--- config.mk ---
export PLATFORM = sky130hd
export DESIGN_NAME = smed_ctrl
export DESIGN_NICKNAME = d
export VERILOG_FILES = /design/src/common/smed_pkg.sv /design/src/core/smed_sync2.sv /design/src/core/smed_debounce.sv /design/src/core/smed_ctrl.sv
export SDC_FILE = /design/constraint.sdc
export NUM_CORES = 1
export LEC_CHECK = 0
export ABC_AREA = 0
export BUFFER_PORTS_ARGS = -buffer_cell sky130_fd_sc_hd__clkbuf_2
export CELL_PAD_IN_SITES_DETAIL_PLACEMENT = 0
export CELL_PAD_IN_SITES_GLOBAL_PLACEMENT = 1
export CORE_MARGIN = 5
export CORE_UTILIZATION = 37
export DETAILED_ROUTE_END_ITERATION = 12
export GPL_ROUTABILITY_DRIVEN = 0
export GPL_TIMING_DRIVEN = 0
export MAX_ROUTING_LAYER = met4
export PLACE_DENSITY_LB_ADDON = 0.1
export SYNTH_ARGS = -nofsm -noshare
export SYNTH_HDL_FRONTEND = slang
export SYNTH_SLANG_ARGS = --single-unit
export TNS_END_PERCENT = 20
--- constraint.sdc ---
create_clock -name core_clk_in -period 3.9 [get_ports core_clk_in]
set_input_delay 0.78 -clock core_clk_in [delete_from_list [all_inputs] [get_ports core_clk_in]]
set_output_delay 0.78 -clock core_clk_in [all_outputs]
set_load 0.05 [all_outputs]
--- src/common/smed_pkg.sv ---
// Shared constants, field layouts and carrier types of the serial module control block.
package smed_pkg;

  // Register port geometry.
  localparam int unsigned ADDR_W = 3;
  localparam int unsigned DATA_W = 8;

  // Register addresses on the plain register port.
  localparam logic [ADDR_W-1:0] ADDR_CTRL_FIRST  = 3'h0;
  localparam logic [ADDR_W-1:0] ADDR_CTRL_SECOND = 3'h1;
  localparam logic [ADDR_W-1:0] ADDR_FLAGS       = 3'h2;
  localparam logic [ADDR_W-1:0] ADDR_INT_STAT    = 3'h3;
  localparam logic [ADDR_W-1:0] ADDR_INT_EN      = 3'h4;
  localparam logic [ADDR_W-1:0] ADDR_INT_CLR     = 3'h5;

  // Field positions inside serial_ctrl_first.
  localparam int unsigned MODE_LSB = 5;
  localparam int unsigned MODE_W   = 3;
  localparam int unsigned RSVD_BIT = 4;
  localparam int unsigned DEB_LSB  = 2;
  localparam int unsigned DEB_W    = 2;
  localparam int unsigned EN_BIT   = 1;
  localparam int unsigned ICF_BIT  = 0;

  // Field positions inside the second control register.
  localparam int unsigned TXDIR_BIT = 0;
  localparam int unsigned TXACK_BIT = 1;

  // Reset values.
  localparam logic [MODE_W-1:0] MODE_RST   = 3'h7;
  localparam logic [DEB_W-1:0]  DEB_RST    = 2'h0;
  localparam logic              EN_RST     = 1'h0;
  localparam logic              ICF_RST    = 1'h0;
  localparam logic              TXDIR_RST  = 1'h0;
  localparam logic              TXACK_RST  = 1'h0;
  localparam logic [DATA_W-1:0] RDATA_IDLE = 8'h00;

  // Operating mode codes.
  typedef enum logic [MODE_W-1:0] {
    SMED_MODE_SPI_M_DIV4  = 3'h0,
    SMED_MODE_SPI_M_DIV16 = 3'h1,
    SMED_MODE_SPI_M_DIV64 = 3'h2,
    SMED_MODE_SPI_M_SUB   = 3'h3,
    SMED_MODE_SPI_M_TMR   = 3'h4,
    SMED_MODE_SPI_SLAVE   = 3'h5,
    SMED_MODE_I2C_SLAVE   = 3'h6,
    SMED_MODE_NONE        = 3'h7
  } smed_mode_t;

  // Debounce select codes and their lengths in system clock cycles.
  localparam logic [DEB_W-1:0] DEB_CODE_NONE = 2'h0;
  localparam logic [DEB_W-1:0] DEB_CODE_TWO  = 2'h1;
  localparam int unsigned      DEB_CNT_W     = 3;
  localparam logic [DEB_CNT_W-1:0] DEB_NONE_CYC = 3'h0;
  localparam logic [DEB_CNT_W-1:0] DEB_TWO_CYC  = 3'h2;
  localparam logic [DEB_CNT_W-1:0] DEB_FOUR_CYC = 3'h4;

  // Idle level of the two-wire lines and the level an open-drain driver pulls to.
  localparam logic LINE_IDLE  = 1'h1;
  localparam logic DRIVE_LEVL = 1'h0;

  // Two-wire status flags.
  typedef struct packed {
    logic transfer_complete;
    logic address_match;
    logic bus_busy;
    logic slave_read_write;
    logic received_ack;
  } smed_flags_t;

  localparam smed_flags_t FLAGS_DEFAULT = 5'h00;

  // Interrupt sources, one sticky bit each.
  localparam int unsigned IRQ_W = 4;
  typedef struct packed {
    logic flags_defaulted;
    logic address_match;
    logic transfer_complete;
    logic spi_incomplete;
  } smed_irq_t;

endpackage : smed_pkg

--- src/core/smed_sync2.sv ---
// Two-flop synchroniser for levels entering from outside the system clock domain.
module smed_sync2 #(
  parameter int unsigned W = 1
) (
  input  wire logic         core_clk_in,
  input  wire logic         rst_n_in,
  input  wire logic         ce_in,
  input  wire logic [W-1:0] rst_val_in,
  input  wire logic [W-1:0] d_in,
  output logic      [W-1:0] q_out
);

  logic [W-1:0] meta;

  // The first stage feeds only the second stage; reset loads rst_val_in into both.
  always_ff @(posedge core_clk_in) begin
    if (!rst_n_in) begin
      meta  <= rst_val_in;
      q_out <= rst_val_in;
    end else if (ce_in) begin
      meta  <= d_in;
      q_out <= meta;
    end
  end

endmodule : smed_sync2

--- src/core/smed_debounce.sv ---
// Selectable debounce filter for the externally driven bus clock line.
module smed_debounce (
  input  wire logic                           core_clk_in,
  input  wire logic                           rst_n_in,
  input  wire logic                           ce_in,
  input  wire logic                           run_in,
  input  wire logic [smed_pkg::DEB_W-1:0]     sel_in,
  input  wire logic                           d_in,
  output logic                                q_out
);
  import smed_pkg::*;

  logic [DEB_CNT_W-1:0] cnt;
  logic [DEB_CNT_W-1:0] target;
  logic [DEB_CNT_W-1:0] next_cnt;
  logic                 settled;

  // Code 00 passes straight through, 01 needs two stable cycles, 1x needs four.
  assign target   = (sel_in == DEB_CODE_NONE) ? DEB_NONE_CYC :
                    (sel_in == DEB_CODE_TWO)  ? DEB_TWO_CYC  : DEB_FOUR_CYC;
  assign next_cnt = DEB_CNT_W'(cnt + 1'b1);
  assign settled  = (next_cnt >= target);

  // A new level is taken only once it has differed from the output for target cycles.
  always_ff @(posedge core_clk_in) begin
    if (!rst_n_in) begin
      q_out <= LINE_IDLE;
      cnt   <= DEB_NONE_CYC;
    end else if (ce_in) begin
      if (!run_in) begin
        q_out <= LINE_IDLE;
        cnt   <= DEB_NONE_CYC;
      end else if (d_in == q_out) begin
        cnt <= DEB_NONE_CYC;
      end else if (settled) begin
        q_out <= d_in;
        cnt   <= DEB_NONE_CYC;
      end else begin
        cnt <= next_cnt;
      end
    end
  end

endmodule : smed_debounce

--- src/core/smed_ctrl.sv ---
// Enable, mode, debounce and flag control of the serial interface module.
//
// The address-and-strobe port and the register addresses were decided locally.
module smed_ctrl (
  input  wire logic                          core_clk_in,
  input  wire logic                          rst_n_in,
  input  wire logic                          ce_in,
  input  wire logic [smed_pkg::ADDR_W-1:0]   reg_addr_in,
  input  wire logic [smed_pkg::DATA_W-1:0]   reg_wdata_in,
  input  wire logic                          reg_wr_in,
  input  wire logic                          reg_rd_in,
  output logic      [smed_pkg::DATA_W-1:0]   reg_rdata_out,
  input  wire logic                          hw_option_enable_in,
  input  wire logic                          scl_pin_in,
  input  wire logic                          sda_pin_in,
  input  wire logic                          scl_hold_low_in,
  input  wire logic                          sda_drive_low_in,
  input  wire logic                          spi_incomplete_in,
  input  wire logic                          flags_load_in,
  input  smed_pkg::smed_flags_t              flags_next_in,
  output logic                               scl_out,
  output logic                               scl_oe_out,
  output logic                               sda_out,
  output logic                               sda_oe_out,
  output logic                               scl_filtered_out,
  output logic                               sda_sampled_out,
  output logic                               scl_rise_out,
  output logic                               scl_fall_out,
  output logic      [smed_pkg::MODE_W-1:0]   operating_mode_select_out,
  output logic                               i2c_active_out,
  output logic                               spi_active_out,
  output logic                               transmit_direction_ctl_out,
  output logic                               transmit_ack_ctl_out,
  output smed_pkg::smed_flags_t              flags_out,
  output logic                               irq_out
);
  import smed_pkg::*;

  // Software-visible control state.
  logic [MODE_W-1:0] operating_mode_select;
  logic [DEB_W-1:0]  debounce_select;
  logic              module_enable;
  logic              spi_incomplete_flag;
  logic              transmit_direction_ctl;
  logic              transmit_ack_ctl;
  smed_flags_t       flags;
  smed_irq_t         int_stat;
  smed_irq_t         int_en;

  // Internal history and synchronised pins.
  logic              enable_prev;
  logic              option_sync;
  logic              scl_sync;
  logic              sda_sync;
  logic              scl_deb;
  logic              scl_deb_prev;

  // Decoded strobes and derived levels.
  logic              wr_ctrl_first;
  logic              wr_ctrl_second;
  logic              wr_int_en;
  logic              wr_int_clr;
  logic              enable_eff;
  logic              enable_rise;
  logic              mode_is_i2c;
  logic              mode_is_none;
  logic              i2c_run;
  logic              spi_run;
  logic              flags_to_default;
  logic              flags_take_new;
  logic              icf_set;
  smed_flags_t       next_flags;
  smed_irq_t         irq_events;
  smed_irq_t         clr_mask;
  smed_irq_t         next_int_stat;
  logic              next_icf;
  logic [DATA_W-1:0] ctrl_first_rd;
  logic [DATA_W-1:0] ctrl_second_rd;
  logic [DATA_W-1:0] rd_mux;

  // Register write decode; strobes never overlap, so no priority is needed.
  assign wr_ctrl_first  = reg_wr_in && (reg_addr_in == ADDR_CTRL_FIRST);
  assign wr_ctrl_second = reg_wr_in && (reg_addr_in == ADDR_CTRL_SECOND);
  assign wr_int_en      = reg_wr_in && (reg_addr_in == ADDR_INT_EN);
  assign wr_int_clr     = reg_wr_in && (reg_addr_in == ADDR_INT_CLR);

  // Mode decode and the effective enable that the hardware option gates.
  assign mode_is_i2c  = (operating_mode_select == SMED_MODE_I2C_SLAVE);
  assign mode_is_none = (operating_mode_select == SMED_MODE_NONE);
  assign enable_eff   = module_enable && option_sync;
  assign i2c_run      = enable_eff && mode_is_i2c;
  assign spi_run      = enable_eff && !mode_is_i2c && !mode_is_none;
  assign enable_rise  = enable_eff && !enable_prev;

  // Flags default on an enable rise in two-wire mode; that beats a datapath load.
  assign flags_to_default = enable_rise && mode_is_i2c;
  assign flags_take_new   = flags_load_in && i2c_run;
  assign next_flags       = flags_to_default ? FLAGS_DEFAULT :
                            flags_take_new   ? flags_next_in : flags;

  // The incomplete flag is set by its input only while SPI runs, or by a software write of one; the input set beats a software clear.
  assign icf_set  = spi_incomplete_in && spi_run;
  assign next_icf = icf_set ? 1'b1 :
                    wr_ctrl_first ? reg_wdata_in[ICF_BIT] : spi_incomplete_flag;

  // Interrupt events in the system clock domain; the incomplete event lasts as long as its input, the others are one-cycle conditions.
  assign irq_events.spi_incomplete    = icf_set;
  assign irq_events.transfer_complete = flags_take_new && !flags_to_default &&
                                        flags_next_in.transfer_complete &&
                                        !flags.transfer_complete;
  assign irq_events.address_match     = flags_take_new && !flags_to_default &&
                                        flags_next_in.address_match &&
                                        !flags.address_match;
  assign irq_events.flags_defaulted   = flags_to_default;

  // Clearing writes ones; an event landing in the same cycle stays set.
  assign clr_mask      = wr_int_clr ? smed_irq_t'(reg_wdata_in[IRQ_W-1:0]) : '0;
  assign next_int_stat = (int_stat & ~clr_mask) | irq_events;

  // Read images; the unimplemented bit is always zero.
  always_comb begin
    ctrl_first_rd                            = '0;
    ctrl_first_rd[MODE_LSB +: MODE_W]        = operating_mode_select;
    ctrl_first_rd[RSVD_BIT]                  = 1'b0;
    ctrl_first_rd[DEB_LSB +: DEB_W]          = debounce_select;
    ctrl_first_rd[EN_BIT]                    = module_enable;
    ctrl_first_rd[ICF_BIT]                   = spi_incomplete_flag;
    ctrl_second_rd                           = '0;
    ctrl_second_rd[TXDIR_BIT]                = transmit_direction_ctl;
    ctrl_second_rd[TXACK_BIT]                = transmit_ack_ctl;
  end

  // Read selection; unmapped addresses and the clear register read as zero.
  assign rd_mux = (reg_addr_in == ADDR_CTRL_FIRST)  ? ctrl_first_rd :
                  (reg_addr_in == ADDR_CTRL_SECOND) ? ctrl_second_rd :
                  (reg_addr_in == ADDR_FLAGS)       ? DATA_W'(flags) :
                  (reg_addr_in == ADDR_INT_STAT)    ? DATA_W'(int_stat) :
                  (reg_addr_in == ADDR_INT_EN)      ? DATA_W'(int_en) : RDATA_IDLE;

  // Pin inputs come from outside the clock domain and are synchronised first.
  smed_sync2 #(
    .W (3)
  ) u_pin_sync (
    .core_clk_in (core_clk_in),
    .rst_n_in    (rst_n_in),
    .ce_in       (ce_in),
    .rst_val_in  ({1'b0, LINE_IDLE, LINE_IDLE}),
    .d_in        ({hw_option_enable_in, scl_pin_in, sda_pin_in}),
    .q_out       ({option_sync, scl_sync, sda_sync})
  );

  // The bus clock filter runs only while the two-wire function is live.
  smed_debounce u_scl_deb (
    .core_clk_in (core_clk_in),
    .rst_n_in    (rst_n_in),
    .ce_in       (ce_in),
    .run_in      (i2c_run),
    .sel_in      (debounce_select),
    .d_in        (scl_sync),
    .q_out       (scl_deb)
  );

  // Control register: nothing here is touched by an enable rise, so SPI and
  // two-wire settings survive it and must be set up by software beforehand.
  always_ff @(posedge core_clk_in) begin
    if (!rst_n_in) begin
      operating_mode_select <= MODE_RST;
      debounce_select       <= DEB_RST;
      module_enable         <= EN_RST;
      spi_incomplete_flag   <= ICF_RST;
    end else if (ce_in) begin
      if (wr_ctrl_first) begin
        operating_mode_select <= reg_wdata_in[MODE_LSB +: MODE_W];
        debounce_select       <= reg_wdata_in[DEB_LSB +: DEB_W];
        module_enable         <= reg_wdata_in[EN_BIT];
      end
      spi_incomplete_flag <= next_icf;
    end
  end

  // Direction and acknowledge controls hold their values across an enable rise.
  always_ff @(posedge core_clk_in) begin
    if (!rst_n_in) begin
      transmit_direction_ctl <= TXDIR_RST;
      transmit_ack_ctl       <= TXACK_RST;
    end else if (ce_in && wr_ctrl_second) begin
      transmit_direction_ctl <= reg_wdata_in[TXDIR_BIT];
      transmit_ack_ctl       <= reg_wdata_in[TXACK_BIT];
    end
  end

  // Enable history and status flags; the default lands on the edge after the rise.
  always_ff @(posedge core_clk_in) begin
    if (!rst_n_in) begin
      enable_prev <= 1'b0;
      flags       <= FLAGS_DEFAULT;
    end else if (ce_in) begin
      enable_prev <= enable_eff;
      flags       <= next_flags;
    end
  end

  // Interrupt status, enable and the level output.
  always_ff @(posedge core_clk_in) begin
    if (!rst_n_in) begin
      int_stat <= '0;
      int_en   <= '0;
      irq_out  <= 1'b0;
    end else if (ce_in) begin
      int_stat <= next_int_stat;
      if (wr_int_en) begin
        int_en <= smed_irq_t'(reg_wdata_in[IRQ_W-1:0]);
      end
      irq_out <= |(next_int_stat & int_en);
    end
  end

  // Read data stand for one cycle after each cycle of the read strobe.
  always_ff @(posedge core_clk_in) begin
    if (!rst_n_in) begin
      reg_rdata_out <= RDATA_IDLE;
    end else if (ce_in) begin
      reg_rdata_out <= reg_rd_in ? rd_mux : RDATA_IDLE;
    end
  end

  // Open-drain drivers: enables fall away whenever the two-wire function is off,
  // so a disabled module never loads the shared lines.
  always_ff @(posedge core_clk_in) begin
    if (!rst_n_in) begin
      scl_out    <= DRIVE_LEVL;
      sda_out    <= DRIVE_LEVL;
      scl_oe_out <= 1'b0;
      sda_oe_out <= 1'b0;
    end else if (ce_in) begin
      scl_out    <= DRIVE_LEVL;
      sda_out    <= DRIVE_LEVL;
      scl_oe_out <= i2c_run && scl_hold_low_in;
      sda_oe_out <= i2c_run && sda_drive_low_in;
    end
  end

  // Filtered bus view and its edges for the datapath; idle while disabled.
  always_ff @(posedge core_clk_in) begin
    if (!rst_n_in) begin
      scl_deb_prev     <= LINE_IDLE;
      scl_filtered_out <= LINE_IDLE;
      sda_sampled_out  <= LINE_IDLE;
      scl_rise_out     <= 1'b0;
      scl_fall_out     <= 1'b0;
    end else if (ce_in) begin
      scl_deb_prev     <= scl_deb;
      scl_filtered_out <= scl_deb;
      sda_sampled_out  <= i2c_run ? sda_sync : LINE_IDLE;
      scl_rise_out     <= i2c_run && scl_deb && !scl_deb_prev;
      scl_fall_out     <= i2c_run && !scl_deb && scl_deb_prev;
    end
  end

  // Status outputs for the datapaths, registered so they are glitch free.
  always_ff @(posedge core_clk_in) begin
    if (!rst_n_in) begin
      operating_mode_select_out  <= MODE_RST;
      i2c_active_out             <= 1'b0;
      spi_active_out             <= 1'b0;
      transmit_direction_ctl_out <= TXDIR_RST;
      transmit_ack_ctl_out       <= TXACK_RST;
      flags_out                  <= FLAGS_DEFAULT;
    end else if (ce_in) begin
      operating_mode_select_out  <= operating_mode_select;
      i2c_active_out             <= i2c_run;
      spi_active_out             <= spi_run;
      transmit_direction_ctl_out <= transmit_direction_ctl;
      transmit_ack_ctl_out       <= transmit_ack_ctl;
      flags_out                  <= next_flags;
    end
  end

endmodule : smed_ctrl

== Word-level counts from Yosys, hierarchy flattened ==
Index checks and enable logic that the tools add are counted.

* Bits in registers: 55
* Logic and storage cells: 116

* $add $sub $neg: 1
* $lt $le $gt $ge: 1
* Eq/ne operators: 11
* Muxes and demuxes: 20
* Bitwise operators: 4
* Reductions and logical operators: 42

{| class="wikitable"
|+ Operator list
! operator !! count
|-
| 1-bit logical AND || 24
|-
| 5-bit 2-to-1 mux || 4
|-
| 8-bit 2-to-1 mux || 2
|-
| 3-bit 2-to-1 mux || 5
|-
| 3-bit == test (second input constant) || 4
|-
| 4-bit 2-to-1 mux || 3
|-
| 4-bit bitwise AND || 2
|-
| 1-bit logical NOT || 8
|-
| 2-bit AND reduction || 4
|-
| 3-bit by 2-bit == test with 1-bit output (second input constant) || 2
|-
| 1-bit 2-to-1 mux || 6
|-
| 4-bit NOT || 1
|-
| 4-bit bitwise OR || 1
|-
| 2-bit nonzero test || 2
|-
| 4-bit OR reduction || 1
|-
| 3-bit by 1-bit adder with 3-bit output (second input constant) || 1
|-
| 3-bit by 1-bit == test with 1-bit output (second input constant) || 1
|-
| 3-bit >= comparator || 1
|-
| 3-bit logical NOT || 1
|-
| 3-bit AND reduction || 1
|-
| 2-bit by 1-bit == test with 1-bit output (second input constant) || 1
|-
| 2-bit logical NOT || 1
|-
| 2-bit by 1-bit inequality test with 1-bit output (second input constant) || 1
|-
| 2-bit inequality test (second input constant) || 1
|-
| 1-bit == test || 1
|}

== Depth between registers and ports, before layout ==
Gate-level depths: netlist of the first run.

* Depth after elaboration: 10
* Gate-level depth with buffers: 8
* Mapped depth without buffers: 8

== Modules after synthesis ==
Synthesis of the first run repeated with hierarchy kept, for this count alone.

* Cell total of the unflattened synthesis: 290
* Area total of the unflattened synthesis: 2,703.8 um^2

{| class="wikitable"
|+ Modules (own cells, without submodules)
! module !! instances !! cells each !! area an instance (um^2) !! sequential area each (um^2)
|-
| smed_ctrl || 1 || 246 || 2,157.1 || 900.9
|-
| smed_sync2 || 1 || 14 || 287.8 || 180.2
|-
| smed_debounce || 1 || 30 || 259.0 || 80.1
|}

== Worst setup path after synthesis of the first run ==
No wires, ideal clock.

* Path type: input to register
* From: input reg_addr_in[2] (netlist name)
* To: register irq_out
* Library setup time: 134 ps
* Data arrival time: 1,748 ps
* Setup slack: 2,018 ps
* Stages: 6
* Path buffers: 1
* Cell sequence: buf_4 > and4b_4 > a21boi_1 > o21a_1 > a2111oi_2 > a31oi_1

* Word-level cells in the longest chain between the ends: 8

{| class="wikitable"
|+ RTL lines
! what !! RTL line !! text
|-
| start, declared || smed_ctrl.sv:8 || <nowiki>input wire logic [smed_pkg::ADDR_W-1:0] reg_addr_in,</nowiki>
|-
| 3-bit == test || smed_ctrl.sv:85 || <nowiki>assign wr_int_clr = reg_wr_in && (reg_addr_in == ADDR_INT_CLR);</nowiki>
|-
| 1-bit logical AND || smed_ctrl.sv:85 ||
|-
| 4-bit 2-to-1 mux || smed_ctrl.sv:117 || <nowiki>assign clr_mask = wr_int_clr ? smed_irq_t'(reg_wdata_in[IRQ_W-1:0]) : '0;</nowiki>
|-
| 4-bit NOT || smed_ctrl.sv:118 || <nowiki>assign next_int_stat = (int_stat & ~clr_mask) | irq_events;</nowiki>
|-
| 4-bit bitwise AND || smed_ctrl.sv:118 ||
|-
| 4-bit bitwise OR || smed_ctrl.sv:118 ||
|-
| 4-bit bitwise AND || smed_ctrl.sv:214 || <nowiki>irq_out <= |(next_int_stat & int_en);</nowiki>
|-
| 4-bit OR reduction || smed_ctrl.sv:214 ||
|-
| end signal, assigned || smed_ctrl.sv:214 ||
|-
| end, declared || smed_ctrl.sv:35 || <nowiki>output logic irq_out</nowiki>
|}

Every way passes these cells.
A chain may end at the register's enable or synchronous reset.

== Worst setup path in the final report of the first run ==
* From: register u_scl_deb.cnt[0]
* To: register u_scl_deb.cnt[2]

* Word-level cells in the longest chain between the ends: 5

{| class="wikitable"
|+ RTL lines
! what !! RTL line !! text
|-
| start, declared || smed_debounce.sv:13 || <nowiki>logic [DEB_CNT_W-1:0] cnt;</nowiki>
|-
| start signal, assigned || smed_debounce.sv:39 || <nowiki>cnt <= next_cnt;</nowiki>
|-
| 3-bit by 1-bit adder with 3-bit output (*) || smed_debounce.sv:21 || <nowiki>assign next_cnt = DEB_CNT_W'(cnt + 1'b1);</nowiki>
|-
| 3-bit >= comparator || smed_debounce.sv:22 || <nowiki>assign settled = (next_cnt >= target);</nowiki>
|-
| 3-bit 2-to-1 mux (*) || smed_debounce.sv:35 || <nowiki>end else if (settled) begin</nowiki>
|-
| 3-bit 2-to-1 mux (*) || smed_debounce.sv:33 || <nowiki>end else if (d_in == q_out) begin</nowiki>
|-
| 3-bit 2-to-1 mux (*) || smed_debounce.sv:30 || <nowiki>if (!run_in) begin</nowiki>
|}

Mark *: on every way between the ends. The rest lies on a longest branch, timed or not.

==> run metrics, run 1 <==
Yosys cell types 44; synth cell count leaders dfxtp_1, nand2_1, nor2b_1; Initial Utilization 0.377; post-CTS setup buffer count 0; Critical Path End Type register; final setup violation count 0; max-slew violations 0; Synth Area in Adders 0.0147; worst slew pin tran 0.534 ns; Clock Skew 0.0103 ns; largest family of logic cells by synthesized area simple AND/OR/NAND/NOR gates; clk slew on worst S/H paths 0.11 ns; antenna violations before repair 0; worst setup margin 1.84 ns; TNS Setup 0 ns; Seq cells post-synth 55; Lkg Pwr 0.00125 uW; Routed Antenna Nets 0; Critical Path RT 4.15 ns; DRT Wirelength 6.87 mm; arrival time worst endpoint 2.31 ns; FMAX 486 MHz; synth top area cells dfxtp_1, mux2i_1, nor2b_1, nand2_1, a21boi_0; Longest Clk Path Bufs 2; clock latency on the worst-skew pair 0.31 ns; Nets 372; post-synthesis sequential area ratio 0.432; Synth Area in Compound Gates 0.160; die width 93.0 microns; DR vias/cell 5.05; EDFF count, synth 0; post-DR wirelength/cell 16.3 microns; DP Wirelength 5.24 mm; RSZ-0062 raised after global routing false; synth warn 0; Top Ports 57; DR DRC count 0; DR vias 2130; largest area contributor in the netlist dfxtp_1; post-synthesis mux area share 0.0947; Crit Path Class register to register; prevailing post-synth register cell dfxtp_1; Die ar. 8650 sq um; fraction of registers with async set/reset 0; Final min period 2.06 ns; Die Height 93.0 microns; Std-Cell Core Area 6760 sq um; layout cell share with drive strength beyond 1 0.228; number of inserted diodes 0; CTS Buf Count 5; Place WS 1.78 ns; PostCTS Resize Cnt 0; hold buffers post-CTS 0; total grt overflow 0; pwr/cell area 358 nW/um^2; final hold viol count 0; status finished, final reports clean; number of max-cap violations 0; vias in the first global route 2049; violation count after the first detailed-route iteration 127; top-area cell type share of the netlist area 0.432; post-route clock period utilization 0.528; total power draw 1080 uW; synthesized cell area 2550 sq um; CP Launch Type register; number of detailed-route iterations in the first pass 4; H-tree depth 2; Overall Global Routing Usage 0.170; Worst IR Drop VDD 0.128 mV; post-synthesis cell count 283; pin count of the biggest net entering global routing 18; post-synthesis xor/xnor area fraction 0.00687; Worst Hold Class register to register; row count 30; CTS tree done; Layout area overhead 18.6%; Post-Synth Simple-Gate Area 0.250; Root Driver clkbuf_8; count leader, synth dfxtp_1; global-route wire length before repair 11.2 mm; Port Buffers 50; Sink Count 55; syn_area_per_cell 9.01 sq um; crit-path max FO 3; Slew headroom 0.644
stage by stage:
stage / utilization / hold WS (ns) / area [sq um] / std cells
6_report: 0.448 / 0.478 / 3030 / 422
2_1_floorplan: - / 0.435 / 2550 / 284
3_3_place_gp: 0.430 / 0.450 / 2900 / 414
4_1_cts: 0.448 / 0.482 / 3030 / 422
5_1_grt: 0.448 / 0.505 / 3030 / 422
3_5_place_dp: 0.430 / 0.456 / 2900 / 414
critical path, cell delays in order, from the launching register on:
cell	delay [ns]
dfxtp_1	0.35
ha_1	0.30
inv_1	0.04
ha_1	0.28
a21bo_2	0.21
a21oi_1	0.30
and3_1	0.30
a22oi_1	0.09
nor2b_1	0.13
layer usage:
metal	routed length, microns	up-vias	GRT usage
li1	-	1108	-
met1	3410	968	0.239
met2	3130	52	0.257
met3	300	2	0.0282
met4	24	0	0.0379
met5	0	-	-
layout by cell type (no fill, tap or decap), types with 6 or more instances in the layout:
cell	n
nand3_1	14
clkbuf_8	6
a21boi_0	11
clkbuf_2	50
nand2_1	37
and2_1	6
o21ai_0	12
dfxtp_1	55
clkbuf_1	10
a21oi_1	10
mux2i_1	23
a22oi_1	8
nor2b_1	27
nor2_1	10
flip-flops by register name (all words and copies together) (netlist names), 2 cells and up:
register and flops:
int_stat 4, flags_out 5, u_pin_sync.q_out 3, operating_mode_select_out 3
debounce_select 2, u_pin_sync.meta 3, int_en 4, u_scl_deb.cnt 3
operating_mode_select 3, reg_rdata_out 8
kinds of logic after synthesis:
logic type,after synthesis
and+or+nand+nor,116
muxes,24
buffers and inverters,22
xor gates and xnor gates,2
other,1
DFF,55
AOI/OAI and AO/OA,60
adders and majority gates,3
where the power goes:
part	total [uW]	switching [uW]	internal (uW)
Clock	407	195	212
Combinational	102	66.1	36.2
Sequential	575	5.27	569
Total	1080	267	817
layout make-up:
| cell class | count | area [sq um] |
|---|---|---|
| clock buffers | 6 | 82.6 |
| inverters | 4 | 15.0 |
| multi-input cells | 207 | 1350 |
| flip-flops and latches | 55 | 1100 |
| repair buffers | 50 | 250 |
| well taps | 80 | 100 |
| plain buffers | 18 | 87.6 |
| fillers | 680 | 3730 |
| clock inverters | 2 | 38.8 |
final timing paths:
check / start / to / depth (start not counted) / slack [ns]
setup / recovery: u_scl_deb.cnt[0]$_SDFFE_PN0P_ / u_scl_deb.cnt[2]$_SDFFE_PN0P_ / 8 / 1.84
setup reg to reg: u_scl_deb.cnt[0]$_SDFFE_PN0P_ / u_scl_deb.cnt[2]$_SDFFE_PN0P_ / 8 / 1.84
hold / removal: u_pin_sync.q_out[0]$_SDFFE_PN1P_ / u_pin_sync.q_out[0]$_SDFFE_PN1P_ / 2 / 0.48
hold reg to reg: u_pin_sync.q_out[0]$_SDFFE_PN1P_ / u_pin_sync.q_out[0]$_SDFFE_PN1P_ / 2 / 0.48
(Power assumes the default switching activity.)
==> inputs of run 2 (changes only) <==
--- a/config.mk
+++ b/config.mk
@@ -10,7 +10,7 @@
 export CELL_PAD_IN_SITES_DETAIL_PLACEMENT = 0
 export CELL_PAD_IN_SITES_GLOBAL_PLACEMENT = 1
 export CORE_MARGIN = 5
-export CORE_UTILIZATION = 37
+export CORE_UTILIZATION = 36
 export DETAILED_ROUTE_END_ITERATION = 12
 export GPL_ROUTABILITY_DRIVEN = 0
 export GPL_TIMING_DRIVEN = 0
==> constraint.sdc (replaced) <==
create_clock -name core_clk_in -period 1.65 [get_ports core_clk_in]
set_input_delay 0.33 -clock core_clk_in [delete_from_list [all_inputs] [get_ports core_clk_in]]
set_output_delay 0.33 -clock core_clk_in [all_outputs]
set_load 0.05 [all_outputs]
==> run metrics, run 2 (synthesis gave the netlist of run 1 again) <==
status finished, violations left; failing checks negative setup slack; Critical Path End Type register; crit-path max FO 3; antenna violations before repair 0; clock latency on the worst-skew pair 0.31 ns; GR met1 Demand/Resource 0.245; final hold viol count 0; Die Height 94.2 microns; Top Ports 57; violation count after the first detailed-route iteration 87; Layout area overhead 22.2%; Clock Skew 0.0139 ns; layout cell share with drive strength beyond 1 0.265; max-slew violations 0; Final min period 1.72 ns; H-tree depth 2; Overall Global Routing Usage 0.175; Crit Path Class register to register; row count 30; DR vias/cell 4.98; post-route clock period utilization 1.04; Die ar. 8870 sq um; Placed Area 2950 sq um; Std-Cell Core Area 6830 sq um; post-DR wirelength/cell 16.3 microns; Root Driver clkbuf_8; number of max-cap violations 0; Fillers 705; Routed Antenna Nets 0; GRT met3 Usage 0.0304; Top Registers reg_rdata_out x8, flags_out x5; final setup violation count 3; DR vias 2192; CTS tree done; Initial Utilization 0.373; M2 GR Usage 0.268; number of inserted diodes 0; busiest grt layer met2; DP Wirelength 5.36 mm; fin area 3120 sq um; post-layout util 0.456; Longest Clk Path Bufs 2; vias in the first global route 2184; pwr/cell area 813 nW/um^2; Worst IR Drop VDD 0.307 mV; Critical Path RT 1.90 ns; clk slew on worst S/H paths 0.11 ns; Reg with most FFs reg_rdata_out; DR DRC count 0; total grt overflow 0; Port Buffers 50; FMAX 582 MHz; RSZ-0062 raised after global routing true; worst slew pin tran 0.572 ns; CTS Buf Count 5; global-route wire length before repair 11.7 mm; Sink Count 55; Slew headroom 0.619; pin count of the biggest net entering global routing 18; DRT Wirelength 7.17 mm; arrival time worst endpoint 1.97 ns; commonest non-fill, non-tap cell in the layout dfxtp_1; Lkg Pwr 0.00125 uW; most frequent cells in the layout dfxtp_1, clkbuf_2, nand2_1; worst setup margin -0.0681 ns; Nets 374; die width 94.2 microns; Largest register FFs 8; number of detailed-route iterations in the first pass 4; Worst Hold Class input pin to register; CP Launch Type register
==> run 2: through the flow <==
| step | power, uW | hold slack [ns] | setup TNS (ns) | cells | worst slack (ns) |
|---|---|---|---|---|---|
| after global placement | 1640 | 0.454 | -0.604 | 430 | -0.166 |
| after global routing | 2640 | 0.224 | -0.383 | 440 | -0.117 |
| after CTS | 2560 | 0.214 | -0.281 | 440 | -0.104 |
| after floorplan | 1540 | 0.435 | 0 | 284 | 0.00618 |
| final | 2530 | 0.221 | -0.164 | 440 | -0.0681 |
| after detailed placement | 1640 | 0.458 | -0.681 | 430 | -0.188 |
==> run 2: final timing paths <==
path                                                                start                                         to  slack [ns]  depth (start not counted)
worst max-delay path                        u_scl_deb.cnt[0]$_SDFFE_PN0P_              u_scl_deb.cnt[0]$_SDFFE_PN0P_       -0.07                          8
worst min-delay path                                           sda_pin_in            u_pin_sync.meta[0]$_SDFFE_PN1P_        0.22                          3
worst max register to register              u_scl_deb.cnt[0]$_SDFFE_PN0P_              u_scl_deb.cnt[0]$_SDFFE_PN0P_       -0.07                          8
worst min register to register  operating_mode_select_out[2]$_SDFFE_PN1P_  operating_mode_select_out[2]$_SDFFE_PN1P_        0.48                          2
==> run 2: layer usage <==
layer	up-vias	wire, microns	part of all wire
li1	1105	-	-
met1	1038	3650	0.51
met2	44	3270	0.46
met3	5	194	0.027
met4	0	51	0.0071
met5	-	0	0
==> run 2: final cells by class <==
class / instances / area [sq um] / share of cell area
flip-flops and latches: 55 / 1100 / 0.355
multi-input cells: 207 / 1410 / 0.453
clock buffers: 6 / 72.6 / 0.0233
inverters: 4 / 15.0 / 0.00482
clock inverters: 2 / 38.8 / 0.0124
plain buffers: 18 / 87.6 / 0.0281
repair buffers: 52 / 265 / 0.0851
well taps: 96 / 120 / 0.0386
==> run 2: worst max-delay path, stage by stage, from the launching register on <==
cell	delay [ns]
dfxtp_2	0.35
ha_4	0.26
inv_2	0.04
ha_4	0.20
a21bo_4	0.21
a21oi_4	0.16
and3_4	0.23
mux2i_1	0.07
nor2b_1	0.13
==> run 2: repair_timing <==
item	CTS	global route
hold buffers	0	0
resized for setup	7	4
buffers inserted	2	0
pin swaps	6	4
setup endpoints to repair	4	9
==> run 2: power by group <==
part / internal [uW] / switching (uW)
combinational: 87.7 / 162
sequential: 1350 / 12.7
clock: 460 / 465
